--- config.mk ---
export PLATFORM = sky130hd
export DESIGN_NAME = pin_clock_config_registers
export DESIGN_NICKNAME = d
export VERILOG_FILES = /design/src/shared/pin_clock_pkg.sv /design/src/hdl/pin_clock_config_registers.sv /design/src/hdl/output_delay_timer.sv
export SDC_FILE = /design/constraint.sdc
export NUM_CORES = 1
export LEC_CHECK = 0
export ABC_AREA = 1
export CAP_MARGIN = 20
export CORE_AREA = 5 5 122 124
export CTS_CLUSTER_SIZE = 16
export DETAILED_ROUTE_END_ITERATION = 6
export DIE_AREA = 0 0 127 129
export DONT_BUFFER_PORTS = 1
export GPL_TIMING_DRIVEN = 0
export PLACE_DENSITY_LB_ADDON = 0.05
export SYNTH_ARGS = -nofsm -noshare
export SYNTH_HDL_FRONTEND = slang
export SYNTH_SLANG_ARGS = --single-unit
--- constraint.sdc ---
create_clock -name clk_i -period 2.4 [get_ports clk_i]
set_input_delay 0.36 -clock clk_i [delete_from_list [all_inputs] [get_ports clk_i]]
set_output_delay 0.36 -clock clk_i [all_outputs]
set_load 0.005 [all_outputs]
--- src/shared/pin_clock_pkg.sv ---
// Constants, register map and types for the pin and clock configuration bank
package pin_clock_pkg;
  localparam int ADDR_W = 8;
  localparam int DATA_W = 8;
  localparam int CODE_W = 4;
  localparam int FREQ_W = 5;
  localparam int STEP_W = 5;
  localparam int PRE_W  = 16;
  // Register offsets, status is a read-only view of block state
  localparam logic [ADDR_W-1:0] OFS_PIN    = 8'h10;
  localparam logic [ADDR_W-1:0] OFS_CFG    = 8'h11;
  localparam logic [ADDR_W-1:0] OFS_CLK    = 8'h12;
  localparam logic [ADDR_W-1:0] OFS_STATUS = 8'h18;
  // Nominal reset values and masks of configurable fields
  localparam logic [DATA_W-1:0] RST_PIN  = 8'h0a;
  localparam logic [DATA_W-1:0] RST_CFG  = 8'h3c;
  localparam logic [DATA_W-1:0] RST_CLK  = 8'h02;
  localparam logic [DATA_W-1:0] MASK_PIN = 8'h3f;
  localparam logic [DATA_W-1:0] MASK_CFG = 8'hff;
  localparam logic [DATA_W-1:0] MASK_CLK = 8'h7f;
  // Field positions, output-two register
  localparam int B_ROLE2 = 5;
  localparam int B_ROLE1 = 4;
  localparam int B_OD    = 3;
  localparam int B_GTHI  = 2;
  localparam int B_GTLO  = 1;
  localparam int B_LVL   = 0;
  // Field positions, delay/pull-down/thermal register
  localparam int B_SU    = 7;
  localparam int B_SD    = 6;
  localparam int B_PDCLK = 5;
  localparam int B_PD3   = 4;
  localparam int B_PD2   = 3;
  localparam int B_PD1   = 2;
  localparam int B_THERM = 1;
  localparam int B_SPRD  = 0;
  // Field positions, clock sync register
  localparam int B_PLL   = 6;
  localparam int B_FRAC  = 5;
  localparam int B_FQHI  = 4;
  // Gating codes and first reserved frequency code
  localparam logic [1:0] GATE_NONE = 2'h0;
  localparam logic [1:0] GATE_EN1  = 2'h1;
  localparam logic [1:0] GATE_EN2  = 2'h2;
  localparam logic [1:0] GATE_EN3  = 2'h3;
  localparam logic [FREQ_W-1:0] FREQ_RSV = 5'h18;
  // Delay step timing
  localparam int CLK_MHZ      = 50;
  localparam int FINE_STEP_US = 500;
  localparam int COARSE_US    = 1000;
  localparam int FINE_CYC     = FINE_STEP_US * CLK_MHZ;
  localparam int COARSE_RATIO = COARSE_US / FINE_STEP_US;

  typedef enum logic {ST_LOAD, ST_RUN} phase_e;

  // Count of fine steps for a delay code and scale
  function automatic logic [STEP_W-1:0] fine_steps(input logic [CODE_W-1:0] code,
                                                   input logic coarse);
    logic [STEP_W-1:0] c;
    c = {1'b0, code};
    fine_steps = coarse ? STEP_W'(c * COARSE_RATIO) : c;
  endfunction
endpackage

--- src/hdl/pin_clock_config_registers.sv ---
// Pin role, delay scale, pull-down, thermal and clock sync configuration bank
`timescale 1ns/1ps
module pin_clock_config_registers #(
  parameter int FINE_STEP_CYCLES = pin_clock_pkg::FINE_CYC
) (
  // Clock, reset, clock enable
  input  wire logic                               clk_i,
  input  wire logic                               reset_i,
  input  wire logic                               ce_i,
  // Register port
  input  wire logic [pin_clock_pkg::ADDR_W-1:0]   addr_i,
  input  wire logic [pin_clock_pkg::DATA_W-1:0]   wdata_i,
  input  wire logic                               wr_i,
  input  wire logic                               rd_i,
  output logic      [pin_clock_pkg::DATA_W-1:0]   rdata_o,
  // One-time memory contents
  input  wire logic [pin_clock_pkg::DATA_W-1:0]   otp_pin_i,
  input  wire logic [pin_clock_pkg::DATA_W-1:0]   otp_cfg_i,
  input  wire logic [pin_clock_pkg::DATA_W-1:0]   otp_clk_i,
  // Device inputs
  input  wire logic                               enable_pin_one_i,
  input  wire logic                               enable_pin_two_i,
  input  wire logic                               enable_pin_three_i,
  input  wire logic                               sync_clock_detected_i,
  input  wire logic                               power_good_status_i,
  input  wire logic                               general_output_one_level_i,
  input  wire logic [pin_clock_pkg::CODE_W-1:0]   startup_code_i,
  input  wire logic [pin_clock_pkg::CODE_W-1:0]   shutdown_code_i,
  // Shared pins
  output logic                                    general_output_two_o,
  output logic                                    general_output_two_oe_n_o,
  output logic                                    sync_clock_input_active_o,
  output logic                                    power_good_pin_o,
  output logic                                    power_good_pin_is_gpo_o,
  // Analog and converter controls
  output logic                                    startup_scale_o,
  output logic                                    shutdown_scale_o,
  output logic                                    sync_input_pulldown_o,
  output logic                                    enable_three_pulldown_o,
  output logic                                    enable_two_pulldown_o,
  output logic                                    enable_one_pulldown_o,
  output logic                                    thermal_warning_threshold_o,
  output logic                                    spread_modulation_on_o,
  // Clock sync controls
  output logic                                    pll_enable_o,
  output logic                                    use_external_clock_o,
  output logic                                    clock_change_event_o,
  output logic      [pin_clock_pkg::FREQ_W-1:0]   sync_clock_frequency_code_o,
  output logic                                    frequency_code_reserved_o
);
  import pin_clock_pkg::*;

  typedef struct packed {
    phase_e            phase;
    logic [DATA_W-1:0] pin_cfg;
    logic [DATA_W-1:0] dly_cfg;
    logic [DATA_W-1:0] clk_cfg;
    logic [DATA_W-1:0] rdata;
    logic              det_q;
    logic              req;
    logic              general_output_two;
    logic              oe_n;
    logic              clk_act;
    logic              pg_pin;
    logic              pg_gpo;
    logic              su;
    logic              sd;
    logic              pd_clk;
    logic              pd3;
    logic              pd2;
    logic              pd1;
    logic              therm;
    logic              spread;
    logic              pll_en;
    logic              use_ext;
    logic              evt;
    logic [FREQ_W-1:0] freq;
    logic              rsv;
  } bank_s;

  bank_s ff;
  bank_s nxt;
  logic  tmr_level;
  logic  tmr_busy;

  // Pick the enable pin that gates output two
  function automatic logic gate_pin(input logic [1:0] code, input logic e1,
                                    input logic e2, input logic e3);
    case (code)
      GATE_NONE: gate_pin = 1'b1;
      GATE_EN1:  gate_pin = e1;
      GATE_EN2:  gate_pin = e2;
      GATE_EN3:  gate_pin = e3;
      default:   gate_pin = 1'b1;
    endcase
  endfunction

  // Codes from the reserved range are flagged, never acted on here
  function automatic logic code_reserved(input logic [FREQ_W-1:0] code);
    code_reserved = (code >= FREQ_RSV);
  endfunction

  // Startup and shutdown delays of output two
  output_delay_timer #(
    .FINE_STEP_CYCLES (FINE_STEP_CYCLES)
  ) u_delay (
    .clk_i          (clk_i),
    .reset_i        (reset_i),
    .ce_i           (ce_i),
    .target_i       (ff.req),
    .start_code_i   (startup_code_i),
    .stop_code_i    (shutdown_code_i),
    .start_coarse_i (ff.dly_cfg[B_SU]),
    .stop_coarse_i  (ff.dly_cfg[B_SD]),
    .level_o        (tmr_level),
    .busy_o         (tmr_busy)
  );

  // Register updates, read port and derived pin controls
  always_comb begin
    nxt       = ff;
    nxt.rdata = '0;
    case (ff.phase)
      ST_LOAD: begin
        // Reserved bits are masked so they still come up as zero
        nxt.pin_cfg = otp_pin_i & MASK_PIN;
        nxt.dly_cfg = otp_cfg_i & MASK_CFG;
        nxt.clk_cfg = otp_clk_i & MASK_CLK;
        nxt.phase   = ST_RUN;
      end
      ST_RUN: begin
        if (wr_i) begin
          case (addr_i)
            OFS_PIN: nxt.pin_cfg = wdata_i;
            OFS_CFG: nxt.dly_cfg = wdata_i;
            OFS_CLK: nxt.clk_cfg = wdata_i;
            default: nxt.pin_cfg = ff.pin_cfg;
          endcase
        end
      end
      default: begin
        nxt.phase = ST_LOAD;
      end
    endcase

    // Read data stands for exactly the cycle after the strobe
    if (rd_i) begin
      case (addr_i)
        OFS_PIN:    nxt.rdata = ff.pin_cfg;
        OFS_CFG:    nxt.rdata = ff.dly_cfg;
        OFS_CLK:    nxt.rdata = ff.clk_cfg;
        OFS_STATUS: nxt.rdata = {1'b0, ff.phase == ST_LOAD, ff.rsv, tmr_busy,
                                 ff.req, tmr_level, ff.use_ext, ff.det_q};
        default:    nxt.rdata = '0;
      endcase
    end

    // Output-two request: level bit AND the selected enable pin
    nxt.req = nxt.pin_cfg[B_LVL]
            & gate_pin(nxt.pin_cfg[B_GTHI:B_GTLO], enable_pin_one_i,
                       enable_pin_two_i, enable_pin_three_i);

    // Shared clock pin: released while it serves as sync clock input
    nxt.clk_act = !nxt.pin_cfg[B_ROLE2];
    if (!nxt.pin_cfg[B_ROLE2]) begin
      nxt.general_output_two = 1'b0;
      nxt.oe_n = 1'b1;
    end else if (nxt.pin_cfg[B_OD]) begin
      nxt.general_output_two = 1'b0;
      nxt.oe_n = tmr_level;
    end else begin
      nxt.general_output_two = tmr_level;
      nxt.oe_n = 1'b0;
    end

    // Power-good pin role
    nxt.pg_gpo = nxt.pin_cfg[B_ROLE1];
    nxt.pg_pin = nxt.pin_cfg[B_ROLE1] ? general_output_one_level_i
                                      : power_good_status_i;

    // Delay scales and analog controls follow the register directly
    nxt.su     = nxt.dly_cfg[B_SU];
    nxt.sd     = nxt.dly_cfg[B_SD];
    nxt.pd_clk = nxt.dly_cfg[B_PDCLK];
    nxt.pd3    = nxt.dly_cfg[B_PD3];
    nxt.pd2    = nxt.dly_cfg[B_PD2];
    nxt.pd1    = nxt.dly_cfg[B_PD1];
    nxt.therm  = nxt.dly_cfg[B_THERM];
    nxt.spread = nxt.dly_cfg[B_SPRD];

    // Clock sync: external clock only counts while the pin is an input
    nxt.pll_en  = nxt.clk_cfg[B_PLL];
    nxt.use_ext = nxt.clk_cfg[B_PLL] & sync_clock_detected_i
                & !nxt.pin_cfg[B_ROLE2];
    nxt.det_q   = sync_clock_detected_i;
    nxt.evt     = nxt.clk_cfg[B_PLL]
                & (sync_clock_detected_i != ff.det_q);
    nxt.freq    = nxt.clk_cfg[B_FQHI:0];
    nxt.rsv     = code_reserved(nxt.clk_cfg[B_FQHI:0]);
  end

  // State register; the fractional bit is stored but steers nothing
  always_ff @(posedge clk_i) begin
    if (reset_i) begin
      ff         <= '0;
      ff.phase   <= ST_LOAD;
      ff.pin_cfg <= RST_PIN;
      ff.dly_cfg <= RST_CFG;
      ff.clk_cfg <= RST_CLK;
      ff.oe_n    <= 1'b1;
      ff.clk_act <= 1'b1;
      ff.pd_clk  <= 1'b1;
      ff.pd3     <= 1'b1;
      ff.pd2     <= 1'b1;
      ff.pd1     <= 1'b1;
      ff.freq    <= RST_CLK[B_FQHI:0];
    end else if (ce_i) begin
      ff <= nxt;
    end
  end

  // Outputs straight from the state register
  assign rdata_o                     = ff.rdata;
  assign general_output_two_o        = ff.general_output_two;
  assign general_output_two_oe_n_o   = ff.oe_n;
  assign sync_clock_input_active_o   = ff.clk_act;
  assign power_good_pin_o            = ff.pg_pin;
  assign power_good_pin_is_gpo_o     = ff.pg_gpo;
  assign startup_scale_o             = ff.su;
  assign shutdown_scale_o            = ff.sd;
  assign sync_input_pulldown_o       = ff.pd_clk;
  assign enable_three_pulldown_o     = ff.pd3;
  assign enable_two_pulldown_o       = ff.pd2;
  assign enable_one_pulldown_o       = ff.pd1;
  assign thermal_warning_threshold_o = ff.therm;
  assign spread_modulation_on_o      = ff.spread;
  assign pll_enable_o                = ff.pll_en;
  assign use_external_clock_o        = ff.use_ext;
  assign clock_change_event_o        = ff.evt;
  assign sync_clock_frequency_code_o = ff.freq;
  assign frequency_code_reserved_o   = ff.rsv;
endmodule

--- src/hdl/output_delay_timer.sv ---
// Startup and shutdown delay of one general output
`timescale 1ns/1ps
module output_delay_timer #(
  parameter int FINE_STEP_CYCLES = pin_clock_pkg::FINE_CYC
) (
  // Clock and reset
  input  wire logic                              clk_i,
  input  wire logic                              reset_i,
  input  wire logic                              ce_i,
  // Control and delay settings
  input  wire logic                              target_i,
  input  wire logic [pin_clock_pkg::CODE_W-1:0]  start_code_i,
  input  wire logic [pin_clock_pkg::CODE_W-1:0]  stop_code_i,
  input  wire logic                              start_coarse_i,
  input  wire logic                              stop_coarse_i,
  // Delayed level
  output logic                                   level_o,
  output logic                                   busy_o
);
  import pin_clock_pkg::*;

  typedef struct packed {
    logic              level;
    logic              busy;
    logic [STEP_W-1:0] steps;
    logic [PRE_W-1:0]  pre;
  } tmr_s;

  tmr_s ff;
  tmr_s nxt;
  logic [STEP_W-1:0] load;
  localparam logic [PRE_W-1:0] PRE_LAST = PRE_W'(FINE_STEP_CYCLES - 1);

  // A reversal of the control edge while counting cancels the delay
  always_comb begin
    nxt  = ff;
    load = target_i ? fine_steps(start_code_i, start_coarse_i)
                    : fine_steps(stop_code_i, stop_coarse_i);
    if (target_i == ff.level) begin
      nxt.busy = 1'b0;
    end else if (!ff.busy) begin
      if (load == '0) begin
        nxt.level = target_i;
      end else begin
        nxt.busy  = 1'b1;
        nxt.steps = load;
        nxt.pre   = '0;
      end
    end else if (ff.pre == PRE_LAST) begin
      nxt.pre   = '0;
      nxt.steps = ff.steps - 1'b1;
      if (ff.steps == 5'h01) begin
        nxt.level = target_i;
        nxt.busy  = 1'b0;
      end
    end else begin
      nxt.pre = ff.pre + 1'b1;
    end
  end

  always_ff @(posedge clk_i) begin
    if (reset_i) begin
      ff <= '0;
    end else if (ce_i) begin
      ff <= nxt;
    end
  end

  assign level_o = ff.level;
  assign busy_o  = ff.busy;
endmodule

======== After elaboration in Yosys (flattened, before gate mapping) ========
Cells that the tools add are included.
word-level totals
  register bits after elaboration ......... 80
  output and inout bits ................... 30
  word-level logic and storage cells ...... 87
cells by class
  add/subtract/negate cells ............... 2
  magnitude comparators ................... 1
  equality and inequality tests ........... 17
  mux-type cells .......................... 21
  bitwise operators ....................... 6
  reductions and logical operators ........ 9
operator list
  cell                                                                      number
  24-bit case mux with 2 select lines                                       1
  8-bit by 5-bit equality test with 1-bit output (second input constant)    4
  8-bit two-way mux                                                         4
  8-bit case mux with 4 select lines                                        1
  24-bit two-way mux                                                        1
  23-bit two-way mux                                                        1
  22-bit two-way mux                                                        1
  16-bit by 1-bit adder with 16-bit output (second input constant)          1
  16-bit by 15-bit equality test with 1-bit output (second input constant)  1
  16-bit two-way mux                                                        1
  5-bit two-way mux                                                         3
  3-bit AND reduction                                                       3
  7-bit two-way mux                                                         1
  2-bit two-way mux                                                         3
  2-bit by 1-bit inequality test with 1-bit output (second input constant)  3
  2-bit inequality test (second input constant)                             3
  5-bit by 1-bit equality test with 1-bit output (second input constant)    1
  5-bit greater-or-equal comparator (second input constant)                 1
  5-bit zero test                                                           1
  5-bit AND reduction                                                       1
  5-bit by 1-bit subtractor with 5-bit output (second input constant)       1
  1-bit bitwise AND                                                         4
  2-bit equality test (second input constant)                               2
  1-bit case mux with 4 select lines                                        1
  9 further kinds                                                           12

======== Longest topological paths before layout ========
Gate-level depths: netlist of run 1.
  depth after elaboration ................. 7
  gate-level depth with buffers ........... 11
  mapped depth without buffers ............ 11

======== Hierarchy ========
A second synthesis of run 1 with hierarchy kept.
second synthesis, totals
  cell total of the unflattened synthesis .. 644
  area total of the unflattened synthesis .. 4242.8 µm²
by module, submodules not included
  module                      times used  cells each  area each (µm²)  seq. area each (µm²)
  pin_clock_config_registers  1           351         2393.5           840.8
  output_delay_timer          1           293         1849.3           460.4

======== Worst setup path after synthesis of run 1 ========
OpenSTA, ideal clock, no wires.
  path type ............................... register to register
  start ................................... register u_delay.ff[0] (netlist name)
  end ..................................... register u_delay.ff[10] (netlist name)
  setup time .............................. 0.069 ns
  data arrival time ....................... 1.483 ns
  data required time ...................... 2.331 ns
  path slack .............................. 0.848 ns
  cell stages (with the launch flop) ...... 11
  buffers on the path ..................... 0
  clock period less this slack ............ 1.552 ns
  path through ............................ dfxtp_1 ha_1 nand2_2 nor2_4 nand3_2 inv_2 nand3_2 o21ai_1 nand3_1 or2_1 a21oi_2
on the way
  cells in the longest elaborated chain, start to end .. 3
  elaborated cells between the ends (all ways) .. 4
RTL lines
  element                                                                                                              RTL line                                            source
  start: declaration                                                                                                   output_delay_timer.sv:29                            tmr_s ff;
  start signal: assignment                                                                                             output_delay_timer.sv:65                            ff <= nxt;
  16-bit by 1-bit adder with 16-bit output / 16-bit by 15-bit equality test with 1-bit output (equally long branches)  output_delay_timer.sv:57, output_delay_timer.sv:49
  16-bit two-way mux *                                                                                                 output_delay_timer.sv:49                            end else if (ff.pre == PRE_LAST) begin
  23-bit two-way mux *                                                                                                 output_delay_timer.sv:41                            end else if (!ff.busy) begin
Mark *: on every way between the ends. The rest lies on a longest branch, timed or not.
A chain may end at the register's enable or synchronous reset.

======== Worst setup path after layout of run 1 ========
  start ................................... register u_delay.ff[0] (netlist name)
  end ..................................... register u_delay.ff (netlist bit u_delay.level_o)
on the way
  cells in the longest elaborated chain, start to end .. 3
RTL lines
  element                                           RTL line
  16-bit by 15-bit equality test with 1-bit output  output_delay_timer.sv:49
  2-bit inequality test (no source line)            n/a
  5-bit AND reduction (no source line)              n/a
Every way passes these cells.

==> results of run 1 <==
## cells in the mapped netlist (4+ instances only)
master / n / share of area (%)
nand4_1: 12 / 1.9
dfxtp_1: 65 / 33
o2111ai_1: 4 / 0.88
nor3_1: 10 / 1.3
nand2_1: 140 / 13
o21ai_0: 28 / 3.5
nor2_4: 4 / 1.1
inv_2: 5 / 0.47
nor2_1: 43 / 4.1
a21oi_1: 48 / 6.0
xor2_1: 7 / 1.5
o22ai_1: 8 / 1.3
a21oi_2: 11 / 2.4
nand3_2: 4 / 1.0
o211ai_1: 9 / 1.7
nand3_1: 46 / 5.8
clkbuf_1: 13 / 1.2
inv_1: 67 / 6.3
buf_4: 13 / 2.4
buf_2: 8 / 1.0
nand2_2: 11 / 1.7
## registers in the layout, summed over array words and instances, names as in the netlist
signal and count:
ff 27, u_delay.ff 21, rdata_o 8, clock_change_event_o 1, frequency_code_reserved_o 1, general_output_two_o 1, general_output_two_oe_n_o 1, power_good_pin_o 1
sync_clock_input_active_o 1, u_delay.busy_o 1, u_delay.level_o 1, use_external_clock_o 1
## final timing paths
| kind | start | end |
|---|---|---|
| setup / recovery | u_delay.ff[0] | u_delay.level_o |
| hold / removal | wdata_i[5] | ff[37] |
| setup reg to reg | u_delay.ff[0] | u_delay.level_o |
| hold reg to reg | ff[55] | ff[55] |
## kinds of logic after synthesis
family,count (synthesis)
AND/OR/NAND/NOR,284
AO/OA/AOI/OAI,121
buffers and inverters,110
flip-flops,65
XOR/XNOR,10
adder cells (fa/ha/maj),3
## layout make-up
type / instances / area [um^2] / area share (%)
sequential: 65 / 1301 / 28.88
clock buffer: 10 / 239.0 / 5.304
tap: 180 / 225.2 / 4.999
clock inverter: 5 / 56.30 / 1.250
multi-input combinational: 418 / 2181 / 48.40
buffer: 37 / 229.0 / 5.082
inverter: 73 / 274.0 / 6.082
## power by group through the flow
stage                     clock network (W)  registers [W]  logic [W]
final                               0.00134        0.00117   0.000366
after global routing                0.00143        0.00117   0.000412
after CTS                           0.00138        0.00117   0.000374
after detailed placement                  0        0.00119   0.000372
after global placement                    0        0.00119   0.000371
after floorplan                           0        0.00118   0.000274
## layer usage
layer	GRT usage (%)	share of wire, %	up-vias
met4	5.363	1.8	0
met2	29.70	49	107
li1	-	-	1965
met5	0	0	-
met3	5.438	6.6	18
met1	20.90	42	1754
## worst max-delay path: stages, from the launching register on
cell and delay, ps:
dfxtp_1 370, ha_1 260, nand3_1 100, nor2_1 120, nand2_1 190, inv_1 170, nand4_1 150, nand2_1 160
nand3_1 80, nand2_1 70, nor2_1 40
## metrics by stage
stage | hold slack, ps | total power [W] | setup WS [ps] | util [%]
final | 163.9 | 0.002878 | 576.3 | 32.97
after global routing | 175.1 | 0.003020 | 322.7 | 32.97
after CTS | 151.7 | 0.002926 | 536.8 | 32.97
after detailed placement | 457.7 | 0.001566 | 531.3 | 30.81
after global placement | 454.0 | 0.001564 | 515.3 | 30.81
after floorplan | 437.3 | 0.001449 | 847.8 | -
==> flow_summary.toml, run 1 <==
[sta]
relSlewSlack_pct = 53.43
tightest_slew_ps = 698.5
finalHoldViolCount = 0
rsz0062_at_grt = "false"
setup_violations = 0
maxSlewViolCount = 0
period_minus_slack_ps = 1824
post-route-period-util_pct = 75.99
skew_ps = 5.116
max_clock_freq_ghz = 0.5483
tns_ps = 0

[route]
finalWirelength_um = 13910
drt_iter0_markers = 216
wl_per_cell_um = 17.65
via_per_inst = 4.878
drtAntennaViolNets = 0
firstDrtPassIters = 4
vias = 3844
drcViolationCount = 0

[synthesis]
syn_inst = 593
synthXorXnorAreaFrac_pct = 2.198
yosysSeqAreaShare_pct = 32.65
yosysWarnings = 0
synth_adder_area_share_pct = 0.9419
synth-simple-area-share_pct = 33.19
syn_area_per_cell_um2 = 6.720
synth-seq-cells = 65
async_flop_share_pct = 0
ys.flop_type = "dfxtp_1"
synth_top_family_by_area = "simple AND/OR/NAND/NOR gates"
synth_compound_area_share_pct = 18.40
synth_cell_types = 45
synth_area_mm2 = 0.003985
synth-edff-count = 0
synthMuxAreaShare_pct = 0
syn-num-nets = 655

[setup_path]
worstPathMaxFanout = 7
required_ps = 2630
critPathCaptureType = "flip-flop"
ff2ff_path_depth = 10
crit_arrival_ps = 2050
critPathLaunchType = "flip-flop"
reg2reg_slack_ps = 580
crit_type = "reg2reg"

[clocking]
cts.sinks = 65
clk_path_buf_depth = 2
path_clk_slew_ps = 60
post_cts_buffers = 0
cts_tree = "built"
cts_buffers = 9
cts_repair_resize_count = 0
cts_root_buf = "clkbuf_16"
clock_latency_ps = 340
cts.hold.buffers_added = 0
h-tree-depth = 3

[cells_and_area]
final_nets = 666
final_area_mm2 = 0.004506
drive_gt1_share_pct = 13.98
syn_to_final_growth_pct = 13.06
n_fill_cell = 1573
final_cell_mix = "nand2_1 (140), inv_1 (67), dfxtp_1 (65)"
antennaDiodeCount = 0
layout_commonest_cell = "nand2_1"
final_cells = 788

[die]
start_util_pct = 29.16
dieHeight_um = 129
rows = 43
fp.coreArea_mm2 = 0.01367
die_width_um = 127
design.die.area_mm2 = 0.01638
io_pins = 89

[power_and_ir_drop]
swShare_pct = 28.09
power.density_mw_per_mm2 = 638.7
power_frac_seq_pct = 40.6
leakagePower_nw = 1.807
p_int_w = 0.002069
max-vdd-ir-drop_mv = 0.3534
p_comb_share_pct = 12.7
p_clk_share_pct = 46.7
p_sw_w = 0.0008084

[global_route]
grt_max_degree = 12
grt_use_total_pct = 17.36
grt_antenna_before_repair = 0
grt_pass1_vias = 3839
grt-ovfl-total = 0
grt_first_pass_wirelength_um = 21740

[hold_path]
min_path_cells = 2
hold_class = "in2reg"

[place]
dp_cells = 773
dp_hpwl_um = 10930
post_dp_cell_area_mm2 = 0.004210
port_buffers = 0
place.gp.congestion = 0.8759

[status]
status = "completed"

[run]
drv_cap = 0
Note: power is estimated with default switching activity, not from simulation.
==> inputs of run 2 (changes only) <==
--- a/config.mk
+++ b/config.mk
@@ -5,12 +5,12 @@
 export SDC_FILE = /design/constraint.sdc
 export NUM_CORES = 1
 export LEC_CHECK = 0
-export ABC_AREA = 1
+export ABC_AREA = 0
 export CAP_MARGIN = 20
-export CORE_AREA = 5 5 122 124
+export CORE_AREA = 5 5 120 122
 export CTS_CLUSTER_SIZE = 16
 export DETAILED_ROUTE_END_ITERATION = 6
-export DIE_AREA = 0 0 127 129
+export DIE_AREA = 0 0 125 127
 export DONT_BUFFER_PORTS = 1
 export GPL_TIMING_DRIVEN = 0
 export PLACE_DENSITY_LB_ADDON = 0.05
==> constraint.sdc (replaced) <==
create_clock -name clk_i -period 1.7 [get_ports clk_i]
set_input_delay 0.255 -clock clk_i [delete_from_list [all_inputs] [get_ports clk_i]]
set_output_delay 0.255 -clock clk_i [all_outputs]
set_load 0.005 [all_outputs]
==> run 2 against run 1 <==
Compared with the run above:
- the flow now finishes with violations (negative setup slack)
- synthesized area decreased by 3.8%
- die area decreased by 3.1%
- largest cell class unchanged
- combinational power increased by 62%
- worst hold slack got worse by 73 ps
- flip-flop and latch count unchanged
- sequential power increased by 40%
==> flow_summary.toml, run 2 <==
[power_and_ir_drop]
power.density_mw_per_mm2 = 776.6
finalPower_w = 0.003934
swShare_pct = 27.65
p_comb_share_pct = 15.1
p_int_w = 0.002846
power_frac_seq_pct = 41.7
max-vdd-ir-drop_mv = 0.3885
leakagePower_nw = 1.789
p_sw_w = 0.001088
p_clk_share_pct = 43.2

[synthesis]
syn_area_per_cell_um2 = 8.189
yosysSeqAreaShare_pct = 33.95
syn-num-nets = 530
syn_inst = 468
synth-seq-cells = 65
yosysWarnings = 0
async_flop_share_pct = 0
synth_cell_types = 64
synth_area_mm2 = 0.003832
synth-edff-count = 0
synthTopCellsByArea = "dfxtp_1 (34%), a21oi_1 (5.6%), mux2i_1 (5.5%)"
synth_common_cells = "dfxtp_1 (65), a21oi_1 (43), nand2_1 (42), nor2_1 (40)"
post-synth-top-area-cell = "dfxtp_1"
yosysMostFrequentCell = "dfxtp_1"
synth_top_area_share_pct = 33.95
ys.flop_type = "dfxtp_1"

[run]
drv_cap = 0

[setup_path]
crit_type = "reg2reg"
required_ps = 1980
critPathLaunchType = "flip-flop"
worstPathMaxFanout = 5
critPathCaptureType = "flip-flop"
slowest_stage = "or3_4"
crit_chain = "buf_8 -> mux2i_1 -> and3_4 -> o2111a_2 -> or3_4 -> or3b_1 -> nand2_1"
crit_arrival_ps = 2310
slowest_delay_ps = 410

[die]
io_pins = 89
start_util_pct = 29.29
die_width_um = 125
fp.coreArea_mm2 = 0.01309
design.die.area_mm2 = 0.01588
dieHeight_um = 127
rows = 42

[global_route]
grt_use_total_pct = 18.14
grt_pass1_vias = 3781
grt-ovfl-total = 0
grt_antenna_before_repair = 0
grt_max_degree = 11
grt_first_pass_wirelength_um = 22370

[status]
failed_checks = "negative setup slack"
status = "complete, but fails checks"

[route]
firstDrtPassIters = 4
drt_iter0_markers = 238
via_per_inst = 5.336
wl_per_cell_um = 20.91
drcViolationCount = 0
finalWirelength_um = 14370
vias = 3666
drtAntennaViolNets = 0

[cells_and_area]
regMostFlops = "ff"
drive_gt1_share_pct = 32.09
final_cell_mix = "dfxtp_1 (53), nand2_1 (39), nor2_1 (37), a21oi_1 (37), buf_4 (34)"
antennaDiodeCount = 0
syn_to_final_growth_pct = 32.19
largest_reg_flops = 27
final_nets = 569
n_fill_cell = 1397
final_cells = 687
layout_commonest_cell = "dfxtp_1"

[sta]
maxSlewViolCount = 0
finalHoldViolCount = 0
rsz0062_at_grt = "true"
relSlewSlack_pct = 46.22
setup_violations = 23
tightest_slew_ps = 806.7
skew_ps = 4.161
max_clock_freq_ghz = 0.4941
period_minus_slack_ps = 2024
timing.final.ws_setup_ps = -323.9
post-route-period-util_pct = 119.1

[clocking]
path_clk_slew_ps = 60
cts_buffers = 9
clk_path_buf_depth = 2
cts_tree = "built"
cts_root_buf = "clkbuf_16"
cts.sinks = 65
h-tree-depth = 3
clock_latency_ps = 340

[place]
place.gp.congestion = 0.8243
dp_hpwl_um = 10520
dp_cells = 644
port_buffers = 0

[hold_path]
hold_class = "in2reg"
[run 2: changes by cell type after synthesis, moves of 8 or more]
cell	previous run	this run
inv_1	67	12
a22oi_1	1	9
nand2b_1	0	19
a221oi_1	0	13
o21ai_0	28	18
nor3_1	10	21
mux2i_1	0	21
nand2_1	140	42
nor2b_1	0	8
nand3_1	46	17
nand2_2	11	1
a21oi_2	11	1
o211ai_1	9	1
[run 2: cell families after synthesis]
logic type	share of synthesized area, %
flops	33.95
mux	7.542
fa+ha+maj	0.9795
xor+xnor	2.514
compound gates	20.24
buf+inv	7.150
simple gates	27.62
[run 2: per-layer routing]
| metal | vias up | global-route usage [%] | share of wire, % |
|---|---|---|---|
| met3 | 26 | 6.302 | 6.3 |
| li1 | 1777 | - | - |
| met1 | 1766 | 20.95 | 42 |
| met2 | 97 | 31.10 | 49 |
| met4 | 0 | 6.824 | 2.6 |
| met5 | - | 0 | 0 |
[run 2: final timing paths]
kind / from / to / slack [ps] / depth (start not counted)
worst min-delay path: wdata_i[4] / ff[44] / 90 / 2
worst max-delay path: ff[47] / u_delay.ff[3] / -320 / 7
worst max register to register: ff[47] / u_delay.ff[3] / -320 / 7
worst min register to register: rdata_o[2] / rdata_o[2] / 470 / 2
[run 2: through the flow]
| step | util (%) | TNS, ps | cell area [um^2] | setup WS [ps] | hold WS (ps) |
|---|---|---|---|---|---|
| 2_1_floorplan | - | -3899 | 3974 | -199.5 | 415.0 |
| 3_3_place_gp | 32.05 | -25660 | 4194 | -861.0 | 431.4 |
| 3_5_place_dp | 32.05 | -25800 | 4194 | -863.3 | 438.8 |
| 4_1_cts | 37.67 | -5676 | 4930 | -316.0 | 76.02 |
| 5_1_grt | 38.72 | -7899 | 5066 | -441.7 | 87.60 |
| 6_report | 38.72 | -5495 | 5066 | -323.9 | 90.87 |
[run 2: timing repair]
item,CTS,global route
setup buffers,22,4
cloned,2,0
pin swaps,32,14
hold buffers,0,0
gates resized for setup,69,23
endpoints found under the setup margin,51,29
[run 2: final cells by class]
cell class	instances	area, um^2	share of cell area [%]
inverters	12	45.04	0.8891
plain buffers	41	286.5	5.656
clock buffers	11	242.7	4.791
multi-input cells	350	2658	52.46
clock inverters	4	20.02	0.3952
repair buffers	28	270.3	5.335
well taps	176	220.2	4.347
flip-flops and latches	65	1324	26.13
[run 2: power groups by stage]
stage | clock [W] | sequential (W) | combinational (W)
after floorplan | 0 | 0.00165 | 0.000361
after global placement | 0 | 0.00167 | 0.000485
after detailed placement | 0 | 0.00167 | 0.000487
after CTS | 0.00175 | 0.00164 | 0.000565
after global routing | 0.00182 | 0.00165 | 0.000641
final | 0.00170 | 0.00164 | 0.000593
[run 2: worst max-delay path, delay by kind of cell (launching register included)]
| family | cells | cell delay [ps] |
|---|---|---|
| AOI/OAI and AO/OA | 1 | 300 |
| muxes | 1 | 140 |
| DFF | 1 | 360 |
| buffers and inverters | 1 | 130 |
| and+or+nand+nor | 4 | 1040 |
==> inputs of run 3 (changes only) <==
--- a/config.mk
+++ b/config.mk
@@ -7,10 +7,10 @@
 export LEC_CHECK = 0
 export ABC_AREA = 0
 export CAP_MARGIN = 20
-export CORE_AREA = 5 5 120 122
+export CORE_AREA = 3 3 118 120
 export CTS_CLUSTER_SIZE = 16
 export DETAILED_ROUTE_END_ITERATION = 6
-export DIE_AREA = 0 0 125 127
+export DIE_AREA = 0 0 121 123
 export DONT_BUFFER_PORTS = 1
 export GPL_TIMING_DRIVEN = 0
 export PLACE_DENSITY_LB_ADDON = 0.05
==> run 3 against run 2 <==
Compared with the run above:
- total power is 7.8% higher
- the flow still finishes with violations (negative setup slack)
- die area shrank 6.2%
- combinational power up 2%
- fmax grew 1.0%
- critical path depth did not move
- global-route usage rose by 1.3 points
- register-to-register slack improved by 20 ps
- setup slack improved by 21 ps
- first-iteration DRC count down 32%
- flip-flop and latch count is the same
- highest routed layer unchanged
- core utilization up 0.75 points
==> flow_summary.toml, run 3 (synthesis gave the netlist of run 2 again) <==
[global_route]
grt_max_degree = 11
grt_pass1_vias = 3789
grt_antenna_before_repair = 0
grt_first_pass_wirelength_um = 21920
grt-ovfl-total = 0
grt_use_total_pct = 19.42

[route]
via_per_inst = 5.327
routed.top_layer = "met4"
drt-met1-wl_um = 6003
wl_per_cell_um = 20.70
dr_wl_met2_um = 7148
drcViolationCount = 0
firstDrtPassIters = 4
drt_iter0_markers = 162
wl_met3_um = 873
vias = 3665
drtAntennaViolNets = 0
finalWirelength_um = 14240

[cells_and_area]
antennaDiodeCount = 0
largest_reg_flops = 27
final_core_util_pct = 39.46
syn_to_final_growth_pct = 34.74
final_area_mm2 = 0.005164
final_cell_mix = "dfxtp_1 (54), buf_4 (39), nand2_1 (38)"
layout_commonest_cell = "dfxtp_1"
regMostFlops = "ff"
final_cells = 688
final_nets = 570
drive_gt1_share_pct = 34.96
n_fill_cell = 1365

[sta]
setup_violations = 23
timing.final.ws_setup_ps = -303.3
post-route-period-util_pct = 117.8
tns_ps = -4971
period_minus_slack_ps = 2003
rsz0062_at_grt = "true"
max_clock_freq_ghz = 0.4992
finalHoldViolCount = 0
skew_ps = 5.048
relSlewSlack_pct = 44.97
tightest_slew_ps = 825.5
maxSlewViolCount = 0

[setup_path]
crit_type = "reg2reg"
startpoint = "u_delay.ff[4]"
critPathLaunchType = "flip-flop"
required_ps = 1930
critPathCaptureType = "flip-flop"
worstPathMaxFanout = 5
crit_arrival_ps = 2230
rr_startpoint = "u_delay.ff[4]"

[place]
place.gp.congestion = 0.8201
post_dp_cell_area_mm2 = 0.004194
dp_hpwl_um = 10260
port_buffers = 0
dp_cells = 644

[clocking]
cts.sinks = 65
cts_tree = "built"
clock_latency_ps = 340
clk_path_buf_depth = 2
h-tree-depth = 3
cts_buffers = 9
path_clk_slew_ps = 60
cts.hold.buffers_added = 0
cts_root_buf = "clkbuf_16"

[power_and_ir_drop]
leakagePower_nw = 1.849
max-vdd-ir-drop_mv = 0.4105
power.density_mw_per_mm2 = 821.4
finalPower_w = 0.004241

[hold_path]
hold_start = "sync_clock_detected_i"
hold_class = "in2reg"

[die]
dieHeight_um = 123
rows = 42
fp.coreArea_mm2 = 0.01309
start_util_pct = 29.29
io_pins = 89
design.die.area_mm2 = 0.01488
die_width_um = 121

[status]
failed_checks = "negative setup slack"
status = "complete, but fails checks"

[run]
drv_cap = 0
-- run 3: changes by cell type in the layout (fill, tap and decap cells not counted), sizes merged --
cell and change:
buf +1, bufinv +1, clkbuf +2, clkinv -3
-- run 3: per-stage QoR --
step,hold slack (ps),setup slack (ps)
floorplan,415.0,-199.5
global placement,434.9,-844.7
detailed placement,436.2,-819.1
CTS,72.49,-321.0
global route,79.84,-397.2
finish,86.24,-303.3
-- run 3: path summary, 6_finish.rpt --
kind / to / slack, ps / depth (start not counted)
worst max-delay path: u_delay.ff[3] / -300 / 7
worst min-delay path: ff[23] / 90 / 2
worst max register to register: u_delay.ff[3] / -300 / 7
worst min register to register: ff[37] / 470 / 2
-- run 3: per-layer routing --
metal | vias to the layer above | GRT usage (%)
met5 | - | 0
met4 | 0 | 6.161
met3 | 16 | 6.862
met2 | 91 | 33.14
met1 | 1790 | 22.89
li1 | 1768 | -
-- run 3: repair_timing --
item                                    CTS  global route
setup buffers                            16            11
endpoints found under the setup margin   50            36
gates cloned                              1             1
gates resized for setup                  58            52
pin swaps                                24            27
-- run 3: cell type report --
| cell class | instances | area, um^2 | share of cell area [%] |
|---|---|---|---|
| buffer | 41 | 282.8 | 5.476 |
| clock buffer | 13 | 280.3 | 5.428 |
| clock inverter | 2 | 35.03 | 0.6785 |
| inverter | 12 | 45.04 | 0.8723 |
| multi-input combinational | 350 | 2728 | 52.82 |
| sequential | 65 | 1323 | 25.61 |
| tap | 176 | 220.2 | 4.265 |
| timing repair buffer | 29 | 250.2 | 4.846 |
-- run 3: critical path, cell delays in order, from the launching register on --
cell      delay [ps]
dfxtp_4          340
or4_4            570
o41ai_4          350
buf_4            200
nand2b_4         150
or3_4            150
or3b_1           100
nand2_1           40
-- run 3: where the power goes --
part           leakage (nW)  internal [W]  switching (W)
registers             0.536       0.00158      0.0000627
logic                  1.16      0.000266       0.000337
clock network         0.158       0.00129       0.000712
total                  1.85       0.00313        0.00111
